**src/bpb_pkg.sv**
```systemverilog
package bpb_pkg;
	// ***************************************************
	// Geometry
	// ***************************************************
	localparam int GROUPS       = 256;
	localparam int GROUP_BITS   = 8;
	localparam int ADDR_BITS    = 26;
	localparam int GROUP_LSB    = 18;
	localparam int SECTOR_KB    = 4;
	localparam int SECT_PER_GRP = 64;
	// ***************************************************
	// Reset and erased values
	// ***************************************************
	localparam logic PERSIST_ERASED = 1'h1;
	localparam logic PERSIST_PROG   = 1'h0;
	localparam logic VPB_UNPROT  = 1'h1;
	localparam logic LATCH_OPEN  = 1'h1;
	localparam logic LATCH_SHUT  = 1'h0;
	// ***************************************************
	// Timing
	// ***************************************************
	localparam int CLK_PERIOD_NS  = 10;
	localparam int PROG_TIME_US   = 200;
	localparam int ERASE_TIME_US  = 45000;
	localparam int PROG_CYCLES    = PROG_TIME_US * 1000 / CLK_PERIOD_NS;
	localparam int ERASE_CYCLES   = ERASE_TIME_US * 1000 / CLK_PERIOD_NS;
	localparam int PREP_CYCLES    = 16;
	localparam int CNT_BITS       = 24;
	// ***************************************************
	// Engine states
	// ***************************************************
	typedef enum logic [3:0] {
		BPB_IDLE  = 4'h1,
		BPB_PROG  = 4'h2,
		BPB_PREP  = 4'h4,
		BPB_ERASE = 4'h8
	} bpb_state_t;
endpackage

```
**src/bpb_timer.sv**
```systemverilog
`timescale 1ns/100ps
module bpb_timer #(
	parameter int WIDTH = 24
) (
	input  wire logic             clk_in,
	input  wire logic             reset_n_in,
	input  wire logic             load_in,
	input  wire logic [WIDTH-1:0] count_in,
	output logic                  done_out
);
	logic [WIDTH-1:0] count;
	logic [WIDTH-1:0] next_count;

	// ***************************************************
	// Down counter; done is a level while at zero
	// ***************************************************
	always_comb begin
		next_count = count;
		if (load_in) begin
			next_count = count_in;
		end else if (count != '0) begin
			next_count = count - WIDTH'(1);
		end
	end

	always_ff @(posedge clk_in or negedge reset_n_in) begin
		if (!reset_n_in) begin
			count <= '0;
		end else begin
			count <= next_count;
		end
	end

	// Done must not look at load: the engine reloads on done
	assign done_out = (count == '0);
endmodule

```
**src/bpb_protect.sv**
```systemverilog
`timescale 1ns/100ps
module bpb_protect #(
	parameter int GROUPS       = bpb_pkg::GROUPS,
	parameter int PROG_CYCLES  = bpb_pkg::PROG_CYCLES,
	parameter int ERASE_CYCLES = bpb_pkg::ERASE_CYCLES
) (
	input  wire logic                          clk_in,
	input  wire logic                          reset_n_in,
	input  wire logic                          sw_reset_in,
	input  wire logic                          password_mode_in,
	input  wire logic                          persist_prog_cmd_in,
	input  wire logic                          persist_erase_cmd_in,
	input  wire logic                          persistent_protect_read_cmd_in,
	input  wire logic                          volatile_protect_write_cmd_in,
	input  wire logic                          volatile_data_in,
	input  wire logic                          guard_latch_clear_cmd_in,
	input  wire logic                          password_unlock_ok_in,
	input  wire logic [bpb_pkg::ADDR_BITS-1:0] addr_in,
	input  wire logic                          array_read_req_in,
	input  wire logic [bpb_pkg::ADDR_BITS-1:0] check_addr_in,
	output logic                               busy_out,
	output logic                               prot_fail_out,
	output logic                               read_valid_out,
	output logic                               read_bit_out,
	output logic                               array_read_grant_out,
	output logic                               check_protected_out,
	output logic                               persistent_guard_latch_out
);
	localparam int GB = bpb_pkg::GROUP_BITS;

	// shipped erased; no reset may touch these
	logic [GROUPS-1:0]   persistent_protect_bit =
		{GROUPS{bpb_pkg::PERSIST_ERASED}};
	logic [GROUPS-1:0]   next_persistent_protect_bit;
	logic [GROUPS-1:0]   volatile_protect_bit;
	logic [GROUPS-1:0]   next_volatile_protect_bit;
	logic                persistent_guard_latch;
	logic                next_persistent_guard_latch;
	logic                factory_done;
	logic                next_factory_done;
	logic                idle;
	logic                latch_open;
	logic                prog_go;
	logic                erase_go;
	logic                cmd_refused;
	bpb_pkg::bpb_state_t state;
	bpb_pkg::bpb_state_t next_state;
	logic [GB-1:0]       target;
	logic [GB-1:0]       next_target;
	logic                prot_fail;
	logic                next_prot_fail;
	logic                read_valid;
	logic                next_read_valid;
	logic                read_bit;
	logic                next_read_bit;
	logic                timer_load;
	logic [bpb_pkg::CNT_BITS-1:0] timer_count;
	logic                timer_done;
	logic [GB-1:0]       cmd_group;
	logic [GB-1:0]       chk_group;

	// ***************************************************
	// Address to group mapping
	// ***************************************************
	// group from address
	assign cmd_group = addr_in[bpb_pkg::GROUP_LSB +: GB];
	assign chk_group = check_addr_in[bpb_pkg::GROUP_LSB +: GB];

	// ***************************************************
	// Busy timer
	// ***************************************************
	bpb_timer #(
		.WIDTH (bpb_pkg::CNT_BITS)
	) u_timer (
		.clk_in     (clk_in),
		.reset_n_in (reset_n_in),
		.load_in    (timer_load),
		.count_in   (timer_count),
		.done_out   (timer_done)
	);

	// ***************************************************
	// Command acceptance
	// ***************************************************
	assign idle        = (state == bpb_pkg::BPB_IDLE);
	assign latch_open  = (persistent_guard_latch == bpb_pkg::LATCH_OPEN);
	// Program wins when both strobes arrive together
	assign prog_go     = idle && persist_prog_cmd_in && latch_open;
	assign erase_go    = idle && !persist_prog_cmd_in &&
		persist_erase_cmd_in && latch_open;
	assign cmd_refused = idle && !latch_open &&
		(persist_prog_cmd_in || persist_erase_cmd_in);

	// ***************************************************
	// Program and erase engine
	// ***************************************************
	always_comb begin
		next_state  = state;
		next_target = target;
		timer_load  = 1'b0;
		timer_count = '0;
		case (state)
			bpb_pkg::BPB_IDLE: begin
				if (prog_go) begin
					next_target = cmd_group;
					timer_load  = 1'b1;
					timer_count = bpb_pkg::CNT_BITS'(PROG_CYCLES);
					next_state  = bpb_pkg::BPB_PROG;
				end else if (erase_go) begin
					timer_load  = 1'b1;
					timer_count = bpb_pkg::CNT_BITS'(bpb_pkg::PREP_CYCLES);
					next_state  = bpb_pkg::BPB_PREP;
				end
			end
			bpb_pkg::BPB_PROG: begin
				if (timer_done) begin
					next_state = bpb_pkg::BPB_IDLE;
				end
			end
			bpb_pkg::BPB_PREP: begin
				if (timer_done) begin
					timer_load  = 1'b1;
					timer_count = bpb_pkg::CNT_BITS'(ERASE_CYCLES);
					next_state  = bpb_pkg::BPB_ERASE;
				end
			end
			bpb_pkg::BPB_ERASE: begin
				if (timer_done) begin
					next_state = bpb_pkg::BPB_IDLE;
				end
			end
			default: begin
				next_state = bpb_pkg::BPB_IDLE;
			end
		endcase
	end

	always_ff @(posedge clk_in or negedge reset_n_in) begin
		if (!reset_n_in) begin
			state  <= bpb_pkg::BPB_IDLE;
			target <= '0;
		end else begin
			state  <= next_state;
			target <= next_target;
		end
	end

	// ***************************************************
	// Refusal flag
	// ***************************************************
	always_comb begin
		next_prot_fail = prot_fail;
		if (cmd_refused) begin
			next_prot_fail = 1'b1;
		end else if (prog_go || erase_go) begin
			// Cleared only by a command that is carried out or by a hardware reset
			next_prot_fail = 1'b0;
		end
	end

	always_ff @(posedge clk_in or negedge reset_n_in) begin
		if (!reset_n_in) begin
			prot_fail <= 1'b0;
		end else begin
			prot_fail <= next_prot_fail;
		end
	end

	// ***************************************************
	// Persistent bits
	// ***************************************************
	always_comb begin
		next_persistent_protect_bit = persistent_protect_bit;
		case (state)
			bpb_pkg::BPB_PROG: begin
				if (timer_done) begin
					next_persistent_protect_bit[target] =
						bpb_pkg::PERSIST_PROG;
				end
			end
			bpb_pkg::BPB_PREP: begin
				if (timer_done) begin
					next_persistent_protect_bit = '0;
				end
			end
			bpb_pkg::BPB_ERASE: begin
				if (timer_done) begin
					next_persistent_protect_bit = '1;
				end
			end
			default: begin
				next_persistent_protect_bit = persistent_protect_bit;
			end
		endcase
	end

	// non-volatile: a hardware reset keeps these bits
	always_ff @(posedge clk_in) begin
		persistent_protect_bit <= next_persistent_protect_bit;
	end

	// ***************************************************
	// Volatile bits
	// ***************************************************
	always_comb begin
		next_volatile_protect_bit = volatile_protect_bit;
		if (sw_reset_in) begin
			next_volatile_protect_bit = '1;
		end else if (volatile_protect_write_cmd_in) begin
			next_volatile_protect_bit[cmd_group] = volatile_data_in;
		end
	end

	always_ff @(posedge clk_in or negedge reset_n_in) begin
		if (!reset_n_in) begin
			volatile_protect_bit <= '1;
		end else begin
			volatile_protect_bit <= next_volatile_protect_bit;
		end
	end

	// ***************************************************
	// Mode strap sampling
	// ***************************************************
	// Mode strap is sampled on the first edge after release, since
	// an async reset may only load a constant.
	always_comb begin
		next_factory_done = 1'b1;
	end

	always_ff @(posedge clk_in or negedge reset_n_in) begin
		if (!reset_n_in) begin
			factory_done <= 1'b0;
		end else begin
			factory_done <= next_factory_done;
		end
	end

	// ***************************************************
	// Guard latch
	// ***************************************************
	always_comb begin
		next_persistent_guard_latch = persistent_guard_latch;
		if (!factory_done) begin
			next_persistent_guard_latch = password_mode_in ?
				bpb_pkg::LATCH_SHUT : bpb_pkg::LATCH_OPEN;
		end else if (guard_latch_clear_cmd_in) begin
			next_persistent_guard_latch = bpb_pkg::LATCH_SHUT;
		end else if (password_mode_in && password_unlock_ok_in) begin
			next_persistent_guard_latch = bpb_pkg::LATCH_OPEN;
		end
	end

	always_ff @(posedge clk_in or negedge reset_n_in) begin
		if (!reset_n_in) begin
			persistent_guard_latch <= bpb_pkg::LATCH_SHUT;
		end else begin
			persistent_guard_latch <= next_persistent_guard_latch;
		end
	end

	// ***************************************************
	// Persistent bit read
	// ***************************************************
	always_comb begin
		next_read_valid = 1'b0;
		next_read_bit   = read_bit;
		if (persistent_protect_read_cmd_in) begin
			next_read_valid = 1'b1;
			next_read_bit   = persistent_protect_bit[cmd_group];
		end
	end

	always_ff @(posedge clk_in or negedge reset_n_in) begin
		if (!reset_n_in) begin
			read_valid <= 1'b0;
			read_bit   <= bpb_pkg::PERSIST_ERASED;
		end else begin
			read_valid <= next_read_valid;
			read_bit   <= next_read_bit;
		end
	end

	// ***************************************************
	// Protection check
	// ***************************************************
	// either bit protects
	assign check_protected_out =
		(persistent_protect_bit[chk_group] == bpb_pkg::PERSIST_PROG) ||
		(volatile_protect_bit[chk_group] != bpb_pkg::VPB_UNPROT);

	// ***************************************************
	// Outputs
	// ***************************************************
	// busy for status registers
	assign busy_out = (state != bpb_pkg::BPB_IDLE);
	assign array_read_grant_out = array_read_req_in &&
		(state == bpb_pkg::BPB_IDLE);
	assign prot_fail_out              = prot_fail;
	assign read_valid_out             = read_valid;
	assign read_bit_out               = read_bit;
	assign persistent_guard_latch_out = persistent_guard_latch;
endmodule

```
**config.mk**
```make
export PLATFORM = sky130hd
export DESIGN_NAME = bpb_protect
export DESIGN_NICKNAME = d
export VERILOG_FILES = /design/src/bpb_pkg.sv /design/src/bpb_timer.sv /design/src/bpb_protect.sv
export SDC_FILE = /design/constraint.sdc
export NUM_CORES = 1
export LEC_CHECK = 0
export BUFFER_PORTS_ARGS = -buffer_cell sky130_fd_sc_hd__buf_2
export CORE_AREA = 2 2 264 266
export DETAILED_ROUTE_END_ITERATION = 8
export DIE_AREA = 0 0 266 268
export GPL_TIMING_DRIVEN = 0
export PLACE_DENSITY = 0.58
export SLEW_MARGIN = 20
export SYNTH_ARGS = -nofsm -noshare
export SYNTH_HDL_FRONTEND = slang
export SYNTH_SLANG_ARGS = --single-unit
```
**constraint.sdc**
```tcl
create_clock -name clk_in -period 38.8 [get_ports clk_in]
set_clock_uncertainty 0.1 [all_clocks]
set_input_delay 1.94 -clock clk_in [delete_from_list [all_inputs] [get_ports clk_in]]
set_output_delay 1.94 -clock clk_in [all_outputs]
set_load 0.005 [all_outputs]
```
==> flow_metrics.tcl, run 1 <==
set metrics [dict create \
    status "finished, final reports clean" \
    routed_wl_mm 165.3 \
    ctsResizeCount 0 \
    synth_flop_cell "dfstp_2" \
    met3_length_mm 26.94 \
    max-slew-margin-rel_pct 9.382 \
    tns_ns 0 \
    first_iter_violations 5105 \
    rows 96 \
    min_to "persistent_guard_latch_out$_DFFE_PN0P_" \
    multi_input_area_mm2 0.01379 \
    cts_tree "done" \
    drt_first_pass_iters 8 \
    worstReg2RegEnd "persistent_protect_bit[185]$_DFFE_PP_" \
    vias 29620 \
    max_freq_mhz 127.9 \
    hold_depth 1 \
    ys_seq_area_share_pct 50.56 \
    synth_top_area_share_pct 25.17 \
    hold_slack_ns 0.3734 \
    crit_slowest_cell "o41ai_1" \
    insertion_delay_ns 0.64 \
    final_cell_area_mm2 0.03446 \
    antenna_found_initial 11 \
    grt_max_degree 99 \
    tightestPinTransition_ns 1.359 \
    numPortBuffers 25 \
    initial_core_util_pct 44.77 \
    holdCritStartpoint "factory_done$_DFF_PN0_" \
    finalMaxSlewViolations 0 \
    crit_path_start_kind "primary input" \
    track_usage_pct 45.73 \
    dp_hpwl_mm 128.1 \
    crit_start "check_addr_in[18]" \
    yosys.cell_count.top_type "nand2_1" \
    seqCellArea_mm2 0.01544 \
    yosysTopAreaCell "edfxtp_1" \
    die_y_um 268 \
    layout_setup_ws_ns 30.98 \
    hold_violations 0 \
    clkSlewWorstSetupHoldPaths_ns 0.06 \
    synth_edf_count 256 \
    synth_seq_cells 553 \
    synth_cell_types 66 \
    yosys-top-cells-area "edfxtp_1 (25%), dfstp_2 (22%), o211ai_1 (8.7%)" \
    nNetsFinal 3202 \
    max_cap_viol_count 0 \
    drt-vias-per-instance 7.264 \
    setup_viol 0 \
    synth_fp_nets 3094 \
    drive_gt1_share_pct 16.11 \
    worst_setup_path_end_kind "primary output" \
    fin_util_pct 50.51 \
    hp-class "flop to flop" \
    io_pins 71 \
    grt_pass1_vias 27070 \
    postCtsHoldBufs 0 \
    crit_path_max_incr_delay_ns 0.96 \
    ir_drop_mv 0.03712 \
    arrival_ns 5.78 \
    core_area_mm2 0.06823 \
    cts_setup_buffers 0 \
    reg2reg_slack_ns 35.12 \
    fillers 6240 \
    wl_met2_mm 66.84 \
    wl_met1_mm 62.65 \
    reg2reg_from "u_timer.count[4]$_DFFE_PN0P_" \
    critPathMaxFanout 10 \
    final.period_utilization_pct 20.15 \
    synth_cells 3029 \
    cts_root_buffer "clkbuf_16" \
    rr_worst_depth 9 \
    critPathKind "primary input to primary output" \
    gp_routability_congestion 1.055 \
    leakagePower_nw 11.88 \
    synth_common_cells "nand2_1 (507), o211ai_1 (354), clkbuf_1 (275)" \
    die-area_mm2 0.07129 \
    finalNonFillerCells 4077 \
    top_layer "met5" \
    dpl_cell_area_mm2 0.03212 \
    synth_warnings 0 \
    wire_per_inst_um 40.55 \
    fin_crit_ns 7.819 \
    cts_buffers 68 \
    power.density_mw_per_mm2 44.42 \
    clkSinkCount 553 \
    overflow 0 \
    die_w_um 266 \
    numPlacedInstances 3949 \
    clockBufferDepth 3 \
    synth_async_sr_flop_share_pct 53.71 \
    ant_nets 0 \
    syn_area_mm2 0.03054 \
    rsz0062_at_grt "no" \
    syn_area_per_cell_um2 10.08 \
    htreeDepth 3 \
    grt_pass1_wl_mm 222.6 \
    crit_chain "clkbuf_1, buf_2, clkbuf_1, buf_1, o211ai_1, nand4_1, a41oi_1, o41ai_1, buf_2" \
    syn2layout_area_growth_pct 12.83 \
    drc 0 \
    dp_slack_ns 31.25 \
    total_power_mw 1.531 \
    cp.required_ns 36.76 \
]
-- cell usage in the layout, fill, tap and decap left out, types with 19 or more instances in the layout --
cell	count
nand2_1	507
clkbuf_16	69
clkbuf_1	285
dfstp_2	258
nor2b_1	56
a21boi_0	96
a31oi_1	29
dfrtp_1	39
mux2i_1	30
edfxtp_1	256
nand4_1	74
a211o_1	30
nor3_1	38
nor2_1	155
o211ai_1	354
a311o_1	98
o21ai_0	152
nand3b_1	123
a21oi_1	19
nand3_1	158
buf_2	44
mux4_2	54
-- cells by family (layout without fill, tap and decap cells) --
| logic type | Yosys count | in the layout | synth area share, % |
|---|---|---|---|
| AOI/OAI and AO/OA | 851 | 851 | 20.41 |
| xor gates and xnor gates | 19 | 19 | 0.5449 |
| adders and majority gates | 1 | 1 | 0.04096 |
| other | 1 | 5 | 0.01228 |
| DFF | 553 | 553 | 50.56 |
| buffers and inverters | 330 | 492 | 4.371 |
| muxes | 96 | 96 | 5.506 |
| and+or+nand+nor | 1178 | 1178 | 18.56 |
-- metal layers --
metal	track usage, %	up-vias
met4	21.45	12
met3	18.99	480
met5	0	-
li1	-	11690
met1	61.12	14870
met2	64.22	2563
-- layout make-up --
| class | count | share of cell area (%) |
|---|---|---|
| Antenna cell | 4 | 0.02905 |
| Buffer | 321 | 3.790 |
| Clock buffer | 92 | 5.522 |
| Clock inverter | 32 | 1.253 |
| Inverter | 9 | 0.09803 |
| Multi-Input combinational cell | 2146 | 40.02 |
| Sequential cell | 553 | 44.81 |
| Tap cell | 882 | 3.202 |
| Timing Repair Buffer | 38 | 1.278 |
-- registers in the layout (all words and copies together), names as in the netlist --
| signal | flops |
|---|---|
| state | 4 |
| target | 8 |
| persistent_guard_latch_out | 1 |
| prot_fail_out | 1 |
| read_bit_out | 1 |
| volatile_protect_bit | 256 |
| u_timer.count | 24 |
| persistent_protect_bit | 256 |
| factory_done | 1 |
| read_valid_out | 1 |
-- where the power goes --
part | switching [mW] | internal, mW | total, mW
registers | 0.0166 | 0.626 | 0.643
logic | 0.157 | 0.0507 | 0.208
clock network | 0.284 | 0.396 | 0.680
total | 0.458 | 1.07 | 1.53
-- critical path: cells and delay by family --
kind / cells / cell delay, ns
buf+inv: 5 / 2.21
compound gates: 3 / 1.44
simple gates: 1 / 0.17
-- worst max-delay path by stage --
stage                                                 end  slack (ns)  cells after the start
floorplan             persistent_protect_bit[0]$_DFFE_PP_       25.75                      5
global placement    persistent_protect_bit[201]$_DFFE_PP_       21.10                      5
detailed placement                    check_protected_out       31.25                     12
CTS                                   check_protected_out       31.27                      9
global route                          check_protected_out       31.06                      9
finish                                check_protected_out       30.98                      9
Power figures use the tool's default switching activity.
==> run 2: changes to the inputs <==
PLACE_DENSITY = 0.6   (was 0.58)
clock period = 6.6 ns   (was 38.8 ns; I/O delays follow)
==> flow_metrics.tcl, run 2 (synthesis results as in run 1) <==
set metrics [dict create \
    status "finished, final reports clean" \
    reg2reg_from "u_timer.count[4]$_DFFE_PN0P_" \
    finalMaxSlewViolations 0 \
    gp_routability_congestion 1.073 \
    cts_root_buffer "clkbuf_16" \
    vias 29470 \
    nNetsFinal 3210 \
    hp-class "primary input to asynchronous set/reset pin" \
    hold_violations 0 \
    numPortBuffers 25 \
    critPathKind "primary input to primary output" \
    first_iter_violations 4960 \
    switching_share_pct 30.07 \
    reg2reg_slack_ns 2.98 \
    reg_top3 "persistent_protect_bit (256), volatile_protect_bit (256), u_timer.count (24)" \
    grt_max_degree 98 \
    fillers 6263 \
    grt_pass1_vias 27080 \
    pwr-share-clk_pct 42.6 \
    syn2layout_area_growth_pct 12.50 \
    fin_crit_ns 4.483 \
    arrival_ns 4.05 \
    max-slew-margin-rel_pct 16.80 \
    cts_buffers 66 \
    initial_core_util_pct 44.77 \
    ant_nets 0 \
    rsz0062_at_grt "no" \
    p_comb_share_pct 14.1 \
    drt_first_pass_iters 8 \
    setup_viol 0 \
    path_depth 9 \
    dp_hpwl_mm 128.0 \
    overflow 0 \
    cts_tree "done" \
    antenna_found_initial 9 \
    worstReg2RegEnd "persistent_protect_bit[204]$_DFFE_PP_" \
    die-area_mm2 0.07129 \
    dpl_cell_area_mm2 0.03215 \
    wire_per_inst_um 40.10 \
    clockBufferDepth 3 \
    clkSlewWorstSetupHoldPaths_ns 0.06 \
    crit_slowest_cell "o41ai_1" \
    seqPwrFrac_pct 43.2 \
    power.density_mw_per_mm2 254.2 \
    io_pins 71 \
    drc 0 \
    max_freq_mhz 223.1 \
    crit_family "buffers and inverters" \
    crit_path_max_incr_delay_ns 1.00 \
    rows 96 \
    p_int_mw 6.107 \
    die_w_um 266 \
    final.period_utilization_pct 67.92 \
    drive_gt1_share_pct 15.88 \
    mostFrequentLayoutCells "nand2_1 (507), o211ai_1 (354), clkbuf_1 (285)" \
    rr_worst_depth 9 \
    drt-vias-per-instance 7.229 \
    tns_ns 0 \
    final_cell_area_mm2 0.03436 \
    crit_buf_inv 5 \
    insertion_delay_ns 0.62 \
    crit_chain "clkbuf_1, buf_2, clkbuf_1, buf_1, o211ai_1, nand4_1, a41oi_1, o41ai_1, buf_2" \
    core_area_mm2 0.06823 \
    fin_util_pct 50.36 \
    clkSinkCount 553 \
    crit_path_start_kind "primary input" \
    tightestPinTransition_ns 1.248 \
    ir_drop_mv 0.2071 \
    die_y_um 268 \
    htreeDepth 3 \
    cp.required_ns 6.17 \
    max_cap_viol_count 0 \
    routed_wl_mm 163.4 \
    critPathMaxFanout 10 \
    worst_setup_path_end_kind "primary output" \
    layout_commonest_cell "nand2_1" \
    grt_pass1_wl_mm 220.2 \
    p_sw_mw 2.626 \
    ctsResizeCount 0 \
    track_usage_pct 45.20 \
    leakagePower_nw 11.83 \
]
[run 2: cell types whose count changed in the layout (fill, tap and decap cells not counted), sizes merged]
cell,delta
clkbuf,+1
bufinv,-5
clkinvlp,-1
dlygate4sd3,+7
buf,+3
diode,-2
clkinv,-4
[run 2: layer usage]
metal  vias up  wire, um  track usage [%]  share of wire, %
met2      2521     66510            64.14                41
met4         4      9206            22.46               5.6
met5         -        26                0             0.016
met1     14810     63010            61.90                39
li1      11700         -                -                 -
met3       427     24690            14.86                15
[run 2: power by group through the flow]
stage	combinational [mW]	sequential [mW]	clock, mW
after floorplan	0.661	3.80	0
after global placement	1.15	3.82	0
after detailed placement	1.17	3.83	0
after CTS	1.18	3.77	3.71
after global routing	1.27	3.78	3.82
final	1.23	3.78	3.72
[run 2: area by class of cell]
cell class	instances	area, um^2	area share (%)
Multi-Input combinational cell	2146	13800	40.16
Sequential cell	553	15440	44.94
Timing Repair Buffer	48	536.8	1.562
Antenna cell	2	5.005	0.01457
Clock inverter	22	209.0	0.6081
Buffer	321	1305	3.798
Clock buffer	93	1927	5.608
Tap cell	882	1104	3.212
Inverter	9	33.78	0.09832
[run 2: per-stage QoR]
stage	power [mW]	std cells	setup slack [ns]	hold WS, ns
detailed placement	5.005	3952	2.298	0.07167
finish	8.733	4076	2.117	0.03013
global route	8.876	4076	2.088	0.05822
global placement	4.971	3936	-1.061	0.3633
floorplan	4.465	3029	0.7523	-0.06559
CTS	8.658	4074	2.300	0.02159
[run 2: worst max-delay path by stage]
stage,slack [ns],startpoint,end
2_1_floorplan,0.75,u_timer.count[8]$_DFFE_PN0P_,persistent_protect_bit[0]$_DFFE_PP_
4_1_cts,2.30,check_addr_in[18],check_protected_out
5_1_grt,2.09,check_addr_in[18],check_protected_out
3_3_place_gp,-1.06,u_timer.count[4]$_DFFE_PN0P_,persistent_protect_bit[201]$_DFFE_PP_
3_5_place_dp,2.30,check_addr_in[18],check_protected_out
6_report,2.12,check_addr_in[18],check_protected_out
[run 2: timing repair]
action,4_1_cts,5_1_grt
setup buffers,0,0
endpoints found under the setup margin,0,0
endpoints found under the hold margin,45,0
hold buffers,7,0
[run 2: worst reg2reg max path, cell delays in order, from the launching register on]
cell	delay, ns
dfrtp_1	0.41
nor4_1	0.44
nand2_1	0.27
nor3_1	0.35
nand3_1	0.27
nor2_4	0.55
buf_12	0.28
buf_12	0.24
buf_16	0.21
buf_16	0.19
